$ cat src/shared/ocl_pkg.sv
// Constants and carrier types for the option configuration latches
// Contract
// RULE1: Each latch register accepts one write after reset, held until next reset.
// RULE2: Any reset clears both latch registers, except the brownout trip bits.
// RULE3: Latch registers sit at indexes 1E and 1F and read back anytime.
// RULE4: Brownout trip bits are writable once only after power-on reset.
// RULE5: Trip bits 4 and 3 clear on power-on reset only.
// RULE6: Watchdog rate select picks 2^13-2^4 or 2^18-2^4 oscillator cycles.
// RULE7: Brownout disable bit one disables the monitor, zero enables it.
// RULE8: Short stop recovery one gives 32 cycles, zero gives 4096.
// RULE9: Stop exit by reset always uses the 4096 cycle recovery.
// RULE10: Software keeps short stop recovery clear with a crystal clock.
// RULE11: Stop enable zero makes stop opcode illegal; one executes it.
// RULE12: Watchdog disable one disables watchdog; zero, the reset value, enables it.
// RULE13: Latch B bit 7 one disconnects the interrupt pin pull-up.
// RULE14: Latch B bit 0 one stops internal oscillator in stop mode.
// RULE15: Option byte bit 7 selects crystal when one, RC when zero.
// RULE16: Option byte is read after every power-on reset to pick oscillator.
// RULE17: Option byte cannot be changed by an ordinary bus write.
// RULE18: Software programs option byte bits 6 to 0 as ones.
// RULE19: With crystal selected the shared pin is crystal output only.
// RULE20: Further writes to a written latch are ignored silently.
package ocl_pkg;

  localparam int          ADDR_W        = 8;
  localparam int          DATA_W        = 32;
  // Register indexes; byte address is four times the index
  localparam logic [5:0]  IDX_LATCH_B   = 6'h1E;
  localparam logic [5:0]  IDX_LATCH_A   = 6'h1F;
  localparam logic [5:0]  IDX_OSC_OPT   = 6'h20;
  // Latch A fields
  localparam int          BIT_WDG_RATE  = 7;
  localparam int          BIT_BO_DIS    = 4;
  localparam int          BIT_SHORT_STOP_RECOVERY     = 2;
  localparam int          BIT_STOP_EN   = 1;
  localparam int          BIT_WDG_DIS   = 0;
  localparam logic [7:0]  MASK_LATCH_A  = 8'h97;
  // Latch B fields
  localparam int          BIT_IRQ_PUD   = 7;
  localparam int          BIT_TRIP_HI   = 4;
  localparam int          BIT_TRIP_LO   = 3;
  localparam int          BIT_OSC_OFF   = 0;
  localparam logic [7:0]  MASK_LATCH_B  = 8'h81;
  // Option byte field
  localparam int          BIT_OSC_SEL   = 7;
  localparam logic [7:0]  RST_LATCH     = 8'h00;
  localparam logic [1:0]  RST_TRIP      = 2'h0;
  localparam logic [7:0]  ERASED_BYTE   = 8'hFF;
  // Counts in internal oscillator cycles
  localparam logic [18:0] WDG_SHORT_CYC = 19'h01FF0;
  localparam logic [18:0] WDG_LONG_CYC  = 19'h3FFF0;
  localparam logic [12:0] REC_SHORT_CYC = 13'h0020;
  localparam logic [12:0] REC_LONG_CYC  = 13'h1000;

  typedef struct packed {
    logic        watchdog_enable;
    logic [18:0] watchdog_timeout_cycles;
    logic        brownout_enable;
    logic [1:0]  brownout_trip_sel;
    logic [12:0] stop_recovery_cycles;
    logic        stop_instr_enable;
    logic        stop_opcode_illegal;
    logic        irq_pullup_enable;
    logic        internal_osc_run_in_stop;
    logic        crystal_select;
    logic        crystal_output_pin_mode;
    logic        port_a_bit_six_available;
  } ocl_cfg_t;

  typedef struct packed {
    logic       ack;
    logic [7:0] rdata;
    logic [7:0] latch_a;
    logic [7:0] latch_b;
    logic       written_a;
    logic       written_b;
  } ocl_state_t;

  typedef struct packed {
    logic [1:0] trip;
    logic       trip_written;
    logic [7:0] osc_byte;
    logic       osc_loaded;
  } ocl_por_state_t;

endpackage

$ cat src/rtl/ocl_top.sv
// Write-once option latches and oscillator option byte behind an Avalon-MM slave
//
// Decided for this implementation: register access over Avalon-MM.
`timescale 1ns/1ps
module ocl_top
(
  // Clock and resets
  input  wire logic                      clock,
  input  wire logic                      rstn,
  input  wire logic                      por_rstn,
  // Avalon-MM slave
  input  wire logic [ocl_pkg::ADDR_W-1:0] address,
  input  wire logic                      read,
  input  wire logic                      write,
  input  wire logic [ocl_pkg::DATA_W-1:0] writedata,
  input  wire logic [3:0]                byteenable,
  output logic      [ocl_pkg::DATA_W-1:0] readdata,
  output logic                           waitrequest,
  // Non-volatile array and system controller
  input  wire logic [7:0]                nv_option_byte,
  input  wire logic                      stop_exit_by_reset,
  // Option outputs
  output ocl_pkg::ocl_cfg_t              cfg
);

  // Two structs: trip bits and option byte must outlive ordinary resets
  ocl_pkg::ocl_state_t     s_reg;
  ocl_pkg::ocl_state_t     s_next;
  ocl_pkg::ocl_por_state_t p_reg;
  ocl_pkg::ocl_por_state_t p_next;
  logic                    req;
  logic                    hit_a;
  logic                    hit_b;
  logic                    hit_o;

  function automatic logic addr_hit(input logic [7:0] a, input logic [5:0] idx);
    addr_hit = (a == {idx, 2'h0});
  endfunction

  function automatic logic [7:0] latch_b_view(input ocl_pkg::ocl_state_t s, input ocl_pkg::ocl_por_state_t p);
    logic [7:0] v;
    v = s.latch_b;
    v[ocl_pkg::BIT_TRIP_HI] = p.trip[1];
    v[ocl_pkg::BIT_TRIP_LO] = p.trip[0];
    latch_b_view = v;
  endfunction

  assign req         = read | write;
  assign hit_a       = addr_hit(address, ocl_pkg::IDX_LATCH_A);
  assign hit_b       = addr_hit(address, ocl_pkg::IDX_LATCH_B);
  assign hit_o       = addr_hit(address, ocl_pkg::IDX_OSC_OPT);
  // One wait cycle on every access, then the answer
  assign waitrequest = req & ~s_reg.ack;
  assign readdata    = {24'h000000, s_reg.rdata};

  always_comb
  begin
    s_next     = s_reg;
    p_next     = p_reg;
    s_next.ack = req & ~s_reg.ack;
    if (!p_reg.osc_loaded)
    begin
      p_next.osc_byte   = nv_option_byte; // RULE16
      p_next.osc_loaded = 1'b1;
    end
    if (read && !s_reg.ack)
    begin
      if (hit_a)
        s_next.rdata = s_reg.latch_a; // RULE3
      else if (hit_b)
        s_next.rdata = latch_b_view(s_reg, p_reg); // RULE3
      else if (hit_o)
        s_next.rdata = p_reg.osc_byte;
      else
        s_next.rdata = 8'h00;
    end
    // Write lands on the edge where waitrequest is low
    if (write && s_reg.ack && byteenable[0])
    begin
      if (hit_a && !s_reg.written_a) // RULE1 RULE20
      begin
        s_next.latch_a   = writedata[7:0] & ocl_pkg::MASK_LATCH_A;
        s_next.written_a = 1'b1;
      end
      if (hit_b && !s_reg.written_b) // RULE1 RULE20
      begin
        s_next.latch_b   = writedata[7:0] & ocl_pkg::MASK_LATCH_B;
        s_next.written_b = 1'b1;
        if (!p_reg.trip_written) // RULE4
        begin
          p_next.trip         = writedata[ocl_pkg::BIT_TRIP_HI:ocl_pkg::BIT_TRIP_LO];
          p_next.trip_written = 1'b1;
        end
      end
      // Option byte ignores bus writes; only the reload from nv_option_byte after power-on reset alters it
      // RULE17
    end
  end

  always_ff @(posedge clock or negedge rstn)
  begin
    if (!rstn)
    begin
      s_reg.ack       <= 1'b0;
      s_reg.rdata     <= 8'h00;
      s_reg.latch_a   <= ocl_pkg::RST_LATCH; // RULE2
      s_reg.latch_b   <= ocl_pkg::RST_LATCH; // RULE2
      s_reg.written_a <= 1'b0;
      s_reg.written_b <= 1'b0;
    end
    else
      s_reg <= s_next;
  end

  always_ff @(posedge clock or negedge por_rstn)
  begin
    if (!por_rstn)
    begin
      p_reg.trip         <= ocl_pkg::RST_TRIP; // RULE5
      p_reg.trip_written <= 1'b0;
      p_reg.osc_byte     <= ocl_pkg::ERASED_BYTE;
      p_reg.osc_loaded   <= 1'b0;
    end
    else
      p_reg <= p_next;
  end

  always_comb
  begin
    cfg.watchdog_enable          = ~s_reg.latch_a[ocl_pkg::BIT_WDG_DIS]; // RULE12
    cfg.watchdog_timeout_cycles  = s_reg.latch_a[ocl_pkg::BIT_WDG_RATE] ?
                                   ocl_pkg::WDG_SHORT_CYC : ocl_pkg::WDG_LONG_CYC; // RULE6
    cfg.brownout_enable          = ~s_reg.latch_a[ocl_pkg::BIT_BO_DIS]; // RULE7
    cfg.brownout_trip_sel        = p_reg.trip; // RULE5
    // Reset exit forces the long delay
    cfg.stop_recovery_cycles     = (s_reg.latch_a[ocl_pkg::BIT_SHORT_STOP_RECOVERY] && !stop_exit_by_reset) ?
                                   ocl_pkg::REC_SHORT_CYC : ocl_pkg::REC_LONG_CYC; // RULE8 RULE9
    cfg.stop_instr_enable        = s_reg.latch_a[ocl_pkg::BIT_STOP_EN]; // RULE11
    cfg.stop_opcode_illegal      = ~s_reg.latch_a[ocl_pkg::BIT_STOP_EN]; // RULE11
    cfg.irq_pullup_enable        = ~s_reg.latch_b[ocl_pkg::BIT_IRQ_PUD]; // RULE13
    cfg.internal_osc_run_in_stop = ~s_reg.latch_b[ocl_pkg::BIT_OSC_OFF]; // RULE14
    cfg.crystal_select           = p_reg.osc_byte[ocl_pkg::BIT_OSC_SEL]; // RULE15
    cfg.crystal_output_pin_mode  = p_reg.osc_byte[ocl_pkg::BIT_OSC_SEL]; // RULE19
    cfg.port_a_bit_six_available = ~p_reg.osc_byte[ocl_pkg::BIT_OSC_SEL]; // RULE19
  end

endmodule // ocl_top

$ cat config.mk
export PLATFORM = sky130hd
export DESIGN_NAME = ocl_top
export DESIGN_NICKNAME = d
export VERILOG_FILES = /design/src/shared/ocl_pkg.sv /design/src/rtl/ocl_top.sv
export SDC_FILE = /design/constraint.sdc
export NUM_CORES = 1
export LEC_CHECK = 0
export ABC_AREA = 1
export BUFFER_PORTS_ARGS = -buffer_cell sky130_fd_sc_hd__buf_4
export CORE_MARGIN = 2
export CORE_UTILIZATION = 40
export CTS_CLUSTER_SIZE = 40
export DETAILED_ROUTE_END_ITERATION = 7
export PLACE_DENSITY = 0.78
export RECOVER_POWER = 25
export SLEW_MARGIN = 20
export SYNTH_ARGS = -nofsm -noshare
export SYNTH_HDL_FRONTEND = slang
export SYNTH_SLANG_ARGS = --single-unit
$ cat constraint.sdc
create_clock -name clock -period 1.2 [get_ports clock]
set_input_delay 0.3 -clock clock [delete_from_list [all_inputs] [get_ports clock]]
set_output_delay 0.3 -clock clock [all_outputs]
set_load 0.01 [all_outputs]
==> results.cfg, run 1 <==
[synthesis]
yosys_warnings = 0
syn_area_per_cell_um2 = 8.31
synth-seq-cells = 30
synth_area_um2 = 1970
yosysUniqueCellTypes = 23
synthCells = 237
seq_area_frac_synth_pct = 38.6

[die]
coreArea_um2 = 4720
initial_utilization_pct = 41.7
die_w_um = 74.2
num_rows = 25
pin_count = 134
die_h_um = 74.2
dieArea_um2 = 5500

[status]
violations = setup timing
status = finished, violations left

[power]
p_int_uw = 1830
sw_frac_of_total_pct = 25.5
p_comb_share_pct = 15.9
peakVddDrop_v = 0.000741
pwr-share-clk_pct = 38.4
leakage_uw = 0.00134
seq_power_share_pct = 45.7
p_switching_uw = 626
p_per_area_nw_per_um2 = 1010

[timing]
post-route-period-util_pct = 107
rsz0062_at_grt = true
slew_violations = 0
worst_pin_slew_ns = 0.664
fin_tns_setup_ns = -0.397
finClkSkew_ns = 0.00402
period_minus_slack_ns = 1.29
setup_slack_ns = -0.0900
max_freq_mhz = 775
whs_ns = 0.212
slew_headroom_pct = 55.8
hold_viol = 0
setup_viol_count_final = 10

[routing]
num_vias = 1438
drt_pass1_iterations = 4
dr.first_iter.drc_count = 36
via_per_inst = 3.96
drc = 0
routed_wl_um = 3650
avgRoutedWirePerCell_um = 10.1
ant_nets = 0

[setup_path]
critPathKind = reg -> out
start_kind = flop
critPathRequiredTime_ns = 0.90
cp_max_fo = 4
endpoint_kind = output port
arrival_ns = 0.99

[final_layout]
nNetsFinal = 353
fin_area_um2 = 2430
mostFrequentLayoutCells = 59 x buf_4, 52 x nand2_1, 50 x conb_1
seqCellArea_um2 = 762
layout_commonest_cell = buf_4
syn_to_final_growth_pct = 23.5
antenna_cells = 0
drive_above_1_share_pct = 40.2
multiInputGateArea_um2 = 826
finish.utilization_pct = 51.5
fillerInstances = 440

[clock_tree]
clk_latency_ns = 0.28
cts_buffer_depth = 2
clkSlewWorstSetupHoldPaths_ns = 0.06
numClockSinks = 30
htree_levels = 2
cts_root_buf = clkbuf_8
numCtsBuffers = 5
tritoncts = built

[global_routing]
grt_pass1_wl_um = 5700
grt_max_degree = 19
antenna_found_initial = 0
track_usage_pct = 13.7
grt_pass1_vias = 1299
grt-ovfl-total = 0

[worst_hold_path]
min_path_type = in -> reg

[placed_design]
io_buffers = 55
dp_hpwl_um = 2890
dp_slack_ns = -0.0469
gp_congestion = 0.778
postPlaceCellArea_um2 = 2200

[run]
maxCapViolCount = 0
==> power by group through the flow <==
stage,Clock [uW],Combinational (uW),Sequential [uW]
6_report,943,390,1120
5_1_grt,1000,438,1130
4_1_cts,964,387,1120
3_5_place_dp,0,373,1130
3_3_place_gp,0,367,1130
2_1_floorplan,0,354,1120
==> cell families (layout without fill, tap and decap cells) <==
| family | after synthesis | after routing | synth area share (%) |
|---|---|---|---|
| buf+inv | 92 | 103 | 30.3 |
| other cells | 2 | 50 | 0.381 |
| flops | 30 | 30 | 38.6 |
| mux | 7 | 7 | 4.00 |
| simple gates | 101 | 101 | 25.4 |
| compound gates | 5 | 5 | 1.27 |
==> metrics by stage <==
step / total power, uW / instances
6_report: 2450 / 363
5_1_grt: 2570 / 363
4_1_cts: 2470 / 360
3_5_place_dp: 1510 / 347
3_3_place_gp: 1500 / 347
2_1_floorplan: 1480 / 285
==> Yosys cell counts (all sizes together) <==
cell type	n	area [um^2]
dfstp	8	210
nand4	3	25.0
nand2	56	225
conb	2	7.51
buf	68	508
mux2	7	78.8
nand3	20	110
o21ai	4	20.0
dfrtp	22	551
nor3	2	26.3
nor2	20	114
a21oi	1	5.00
inv	24	90.1
==> layout make-up <==
type                    count  share of cell area (%)
clock buffers               8                    4.52
well taps                  67                    3.44
multi-input cells         163                    33.9
inverters                  24                    3.70
flip-flops and latches     30                    31.3
repair buffers             71                    23.1
==> worst paths after layout <==
check	depth (start not counted)	start	to	slack (ns)
min in group asynchronous	2	rstn	s_reg[9]$_DFFE_PN0P_	0.49
min	3	writedata[2]	s_reg[12]$_DFFE_PN0P_	0.21
max	2	cfg[1]$_DFFE_PN1N_	cfg[0]	-0.09
min reg2reg	2	readdata[3]$_DFFE_PN0P_	readdata[3]$_DFFE_PN0P_	0.49
max reg2reg	5	s_reg[26]$_DFF_PN0_	cfg[6]$_DFFE_PN0P_	0.12
max in group asynchronous	2	por_rstn	cfg[20]$_DFFE_PN0P_	0.22
==> critical path, stage by stage (launching register included) <==
cell and delay, ns:
dfstp_2 0.55, inv_2 0.05, buf_6 0.11
==> layer usage <==
| metal | up-vias | share of wire (%) | track usage [%] |
|---|---|---|---|
| li1 | 730 | - | - |
| met5 | - | 0 | 0 |
| met2 | 53 | 52 | 23.2 |
| met3 | 5 | 6.8 | 3.93 |
| met4 | 0 | 0.99 | 5.05 |
| met1 | 650 | 40 | 16.5 |
==> repair_timing <==
| action | CTS | global route |
|---|---|---|
| hold buffers | 2 | 0 |
| setup endpoints to repair | 11 | 27 |
| hold endpoints to repair | 22 | 0 |
| resized for setup | 5 | 15 |
| setup buffers | 3 | 3 |
| pin swaps | 1 | 0 |
Power figures use the tool's default switching activity.
==> run 2, diff against run 1 <==
--- a/config.mk
+++ b/config.mk
@@ -7,6 +7,7 @@
 export LEC_CHECK = 0
 export ABC_AREA = 1
 export BUFFER_PORTS_ARGS = -buffer_cell sky130_fd_sc_hd__buf_4
+export CORE_ASPECT_RATIO = 1.4
 export CORE_MARGIN = 2
 export CORE_UTILIZATION = 40
 export CTS_CLUSTER_SIZE = 40
==> results.cfg, run 2 (synthesis gave the netlist of run 1 again) <==
[status]
status = finished, violations left
violations = setup timing

[timing]
rsz0062_at_grt = true
setup_viol_count_final = 11
fin_tns_setup_ns = -0.394
post-route-period-util_pct = 106
setup_slack_ns = -0.0774
finClkSkew_ns = 0.00764
worst_pin_slew_ns = 0.627
slew_headroom_pct = 58.2
max_freq_mhz = 783
hold_viol = 0
period_minus_slack_ns = 1.28
slew_violations = 0

[power]
finalPower_uw = 2350
peakVddDrop_v = 0.000644
p_per_area_nw_per_um2 = 944
leakage_uw = 0.00137

[die]
coreArea_um2 = 4800
die_h_um = 87.1
dieArea_um2 = 5510
initial_utilization_pct = 41.0
num_rows = 30
pin_count = 134
die_w_um = 63.3

[setup_path]
critPathRequiredTime_ns = 0.90
crit_chain = inv_2, buf_6
reg2regPathDepth = 6
critPathKind = reg -> out
critPathMaxStageDelay_ns = 0.55
r2r_setup_slack_ns = -0.05
critPathLaunch = cfg[1]$_DFFE_PN1N_
endpoint_kind = output port
slowest_stage = dfstp_2
arrival_ns = 0.98
endpoint = cfg[0]
regToRegEndpoint = cfg[1]$_DFFE_PN1N_
cp_max_fo = 4
start_kind = flop
timing.rr.start = cfg[1]$_DFFE_PN1N_

[final_layout]
layout_commonest_cell = buf_4
final_cells = 368
antenna_cells = 0
mostFrequentLayoutCells = 66 x buf_4, 52 x nand2_1, 50 x conb_1
fillerInstances = 455
fin_area_um2 = 2490
nNetsFinal = 361
syn_to_final_growth_pct = 26.3
drive_above_1_share_pct = 41.4

[placed_design]
gp_congestion = 0.772
place_inst = 345
postPlaceCellArea_um2 = 2200
dp_hpwl_um = 3020
io_buffers = 55

[global_routing]
grt-ovfl-total = 0
use_met2_pct = 26.6
grt_max_degree = 19
use_met1_pct = 14.5
track_usage_pct = 14.5
grt_pass1_vias = 1422
antenna_found_initial = 0
grtUsageMet3_pct = 3.62
grt_pass1_wl_um = 6150
grt_busiest_layer = met2

[clock_tree]
cts_buffer_depth = 2
tritoncts = built
clkSlewWorstSetupHoldPaths_ns = 0.06
numCtsBuffers = 5
cts_root_buf = clkbuf_8
clk_latency_ns = 0.28
numClockSinks = 30
htree_levels = 2

[worst_hold_path]
min_path_type = in -> reg
whs_path_depth = 3
min_from = writedata[1]

[routing]
ant_nets = 0
num_vias = 1523
drt_pass1_iterations = 4
via_per_inst = 4.14
avgRoutedWirePerCell_um = 10.5
dr.first_iter.drc_count = 24
routed_wl_um = 3860
drc = 0

[run]
maxCapViolCount = 0
==> run 2: timing repair <==
action / 4_1_cts / 5_1_grt
setup endpoints to repair: 11 / 26
pin swaps: 1 / 2
gates resized for setup: 8 / 16
hold buffers: 2 / 0
setup buffers: 8 / 5
endpoints found under the hold margin: 22 / 0
==> run 2: per-stage QoR <==
stage / hold WS (ns) / util (%) / setup WS (ns)
after floorplan: 0.00441 / - / 0.156
after global placement: 0.140 / 45.9 / -0.0401
after detailed placement: 0.145 / 45.9 / -0.0831
after CTS: 0.208 / 49.8 / -0.0862
after global routing: 0.224 / 51.8 / -0.127
final: 0.210 / 51.8 / -0.0774
==> run 2: cell type report <==
type | count | area [um^2] | share of cell area, %
clock buffer | 8 | 90.1 | 3.62
inverter | 24 | 92.6 | 3.72
multi-input combinational | 163 | 840 | 33.7
sequential | 30 | 761 | 30.6
tap | 64 | 80.1 | 3.22
timing repair buffer | 79 | 626 | 25.1
==> run 2: critical path, delay by kind of cell, from the launching register on <==
kind / cells / cell delay (ns)
buf+inv: 2 / 0.16
flops: 1 / 0.55
==> run 2: metal layers <==
metal  vias up  wire, um
met1       687      1380
met4         0       120
met2        78      2070
li1        748         -
met5         -         0
met3        10       281
==> run 2: report_power, final <==
group	switching, uW	internal, uW	leakage (uW)
logic	234	190	0.000958
registers	34.3	1080	0.000366
clock network	342	466	0.0000455
total	610	1740	0.00137
==> run 2: worst min-delay path by stage <==
stage,end
floorplan,cfg[20]$_DFFE_PN0P_
global placement,p_reg[0]$_DFF_PN0_
detailed placement,p_reg[0]$_DFF_PN0_
CTS,cfg[6]$_DFFE_PN0P_
global route,s_reg[17]$_DFFE_PN0P_
finish,cfg[6]$_DFFE_PN0P_
==> run 3, diff against run 2 <==
--- a/config.mk
+++ b/config.mk
@@ -14,7 +14,9 @@
 export DETAILED_ROUTE_END_ITERATION = 7
 export PLACE_DENSITY = 0.78
 export RECOVER_POWER = 25
+export SKIP_CTS_REPAIR_TIMING = 1
 export SLEW_MARGIN = 20
 export SYNTH_ARGS = -nofsm -noshare
 export SYNTH_HDL_FRONTEND = slang
 export SYNTH_SLANG_ARGS = --single-unit
+export TNS_END_PERCENT = 50
==> constraint.sdc (replaced) <==
create_clock -name clock -period 1.3 [get_ports clock]
set_input_delay 0.325 -clock clock [delete_from_list [all_inputs] [get_ports clock]]
set_output_delay 0.325 -clock clock [all_outputs]
set_load 0.01 [all_outputs]
==> results.cfg, run 3 (synthesis gave the netlist of run 1 again) <==
[status]
status = finished, violations left
violations = setup timing

[routing]
num_vias = 1463
drt_pass1_iterations = 4
ant_nets = 0
avgRoutedWirePerCell_um = 10.0
dr.first_iter.drc_count = 15
routed_wl_um = 3540
via_per_inst = 4.16
drc = 0

[clock_tree]
htree_levels = 2
cts_buffer_depth = 2
clk_latency_ns = 0.29
cts_root_buf = clkbuf_8
numCtsBuffers = 5
tritoncts = built
clkSlewWorstSetupHoldPaths_ns = 0.06
numClockSinks = 30

[die]
pin_count = 134
num_rows = 30
die_h_um = 87.1
coreArea_um2 = 4800
die_w_um = 63.3
initial_utilization_pct = 41.0
dieArea_um2 = 5510

[final_layout]
layout_commonest_cell = buf_4
mostFrequentLayoutCells = 58 x buf_4, 52 x nand2_1, 50 x conb_1
syn_to_final_growth_pct = 16.6
fin_area_um2 = 2300
nNetsFinal = 345
antenna_cells = 0
drive_above_1_share_pct = 37.2

[setup_path]
arrival_ns = 1.00
endpoint_kind = output port
timing.rr.start = s_reg[26]$_DFF_PN0_
critPathRequiredTime_ns = 0.98
critPathLaunch = cfg[1]$_DFFE_PN1N_
cp_max_fo = 4
start_kind = flop
r2r_setup_slack_ns = 0.11
critPathKind = reg -> out

[placed_design]
dp_hpwl_um = 2930
postPlaceCellArea_um2 = 2170
gp_congestion = 0.799
dp_slack_ns = -0.0228
io_buffers = 55

[timing]
hold_viol = 0
rsz0062_at_grt = true
setup_slack_ns = -0.0272
finClkSkew_ns = 0.00511
fin_tns_setup_ns = -0.0272
setup_viol_count_final = 1
period_minus_slack_ns = 1.33
slew_headroom_pct = 59.4
max_freq_mhz = 753
slew_violations = 0
post-route-period-util_pct = 102
worst_pin_slew_ns = 0.609

[power]
sw_frac_of_total_pct = 26.8
p_comb_share_pct = 16.0
p_int_uw = 1570
seq_power_share_pct = 48.0
leakage_uw = 0.00127
p_switching_uw = 576
p_per_area_nw_per_um2 = 935
peakVddDrop_v = 0.000744
pwr-share-clk_pct = 36.0
finalPower_uw = 2150

[global_routing]
track_usage_pct = 13.6
grt_pass1_vias = 1329
grt-ovfl-total = 0
grt_max_degree = 19
grt_pass1_wl_um = 5780
antenna_found_initial = 0

[worst_hold_path]
min_path_type = in -> reg
min_from = writedata[1]

[run]
maxCapViolCount = 0
-- run 3: cell count changes in the layout (fill, tap and decap cells not counted), moves of 2 or more --
| cell | previous run | this run |
|---|---|---|
| nor2_2 | 3 | 6 |
| inv_1 | 15 | 17 |
| buf_6 | 9 | 1 |
| nor2_4 | 5 | 2 |
| buf_4 | 66 | 58 |
-- run 3: critical path: stages (launching register included) --
cell	delay, ns
dfstp_2	0.56
inv_2	0.05
buf_6	0.11
-- run 3: cell type report --
cell class | count | area, um^2
Sequential cell | 30 | 761
Tap cell | 64 | 80.1
Fill cell | 491 | 2510
Clock inverter | 1 | 5.00
Timing Repair Buffer | 63 | 475
Inverter | 24 | 90.1
Clock buffer | 7 | 86.3
Multi-Input combinational cell | 163 | 800
-- run 3: worst paths after layout --
kind,to,cells past startpoint
max in group asynchronous,p_reg[0]$_DFF_PN0_,2
setup / recovery,cfg[0],2
setup reg to reg,readdata[5]$_DFFE_PN0P_,4
hold reg to reg,readdata[1]$_DFFE_PN0P_,2
min in group asynchronous,s_reg[26]$_DFF_PN0_,2
hold / removal,cfg[6]$_DFFE_PN0P_,3
-- run 3: power by group through the flow --
stage / registers (uW) / clock network (uW) / logic [uW]
finish: 1030 / 773 / 343
CTS: 1030 / 780 / 334
floorplan: 1030 / 0 / 327
global placement: 1040 / 0 / 328
global route: 1040 / 835 / 380
detailed placement: 1050 / 0 / 333
-- run 3: metal layers --
layer	wire [um]	up-vias	part of all wire [%]	GRT usage, %
met1	1280	663	36	14.2
met3	288	9	8.1	3.23
met2	1850	75	52	24.0
met4	117	0	3.3	8.89
met5	0	-	0	0
li1	-	716	-	-
-- run 3: metrics by stage --
step / cells / util [%] / hold WS [ns]
finish: 352 / 47.8 / 0.228
global route: 352 / 47.8 / 0.256
CTS: 348 / 47.0 / -0.137
detailed placement: 340 / 45.1 / 0.168
global placement: 340 / 45.1 / 0.166
floorplan: 285 / - / 0.0294
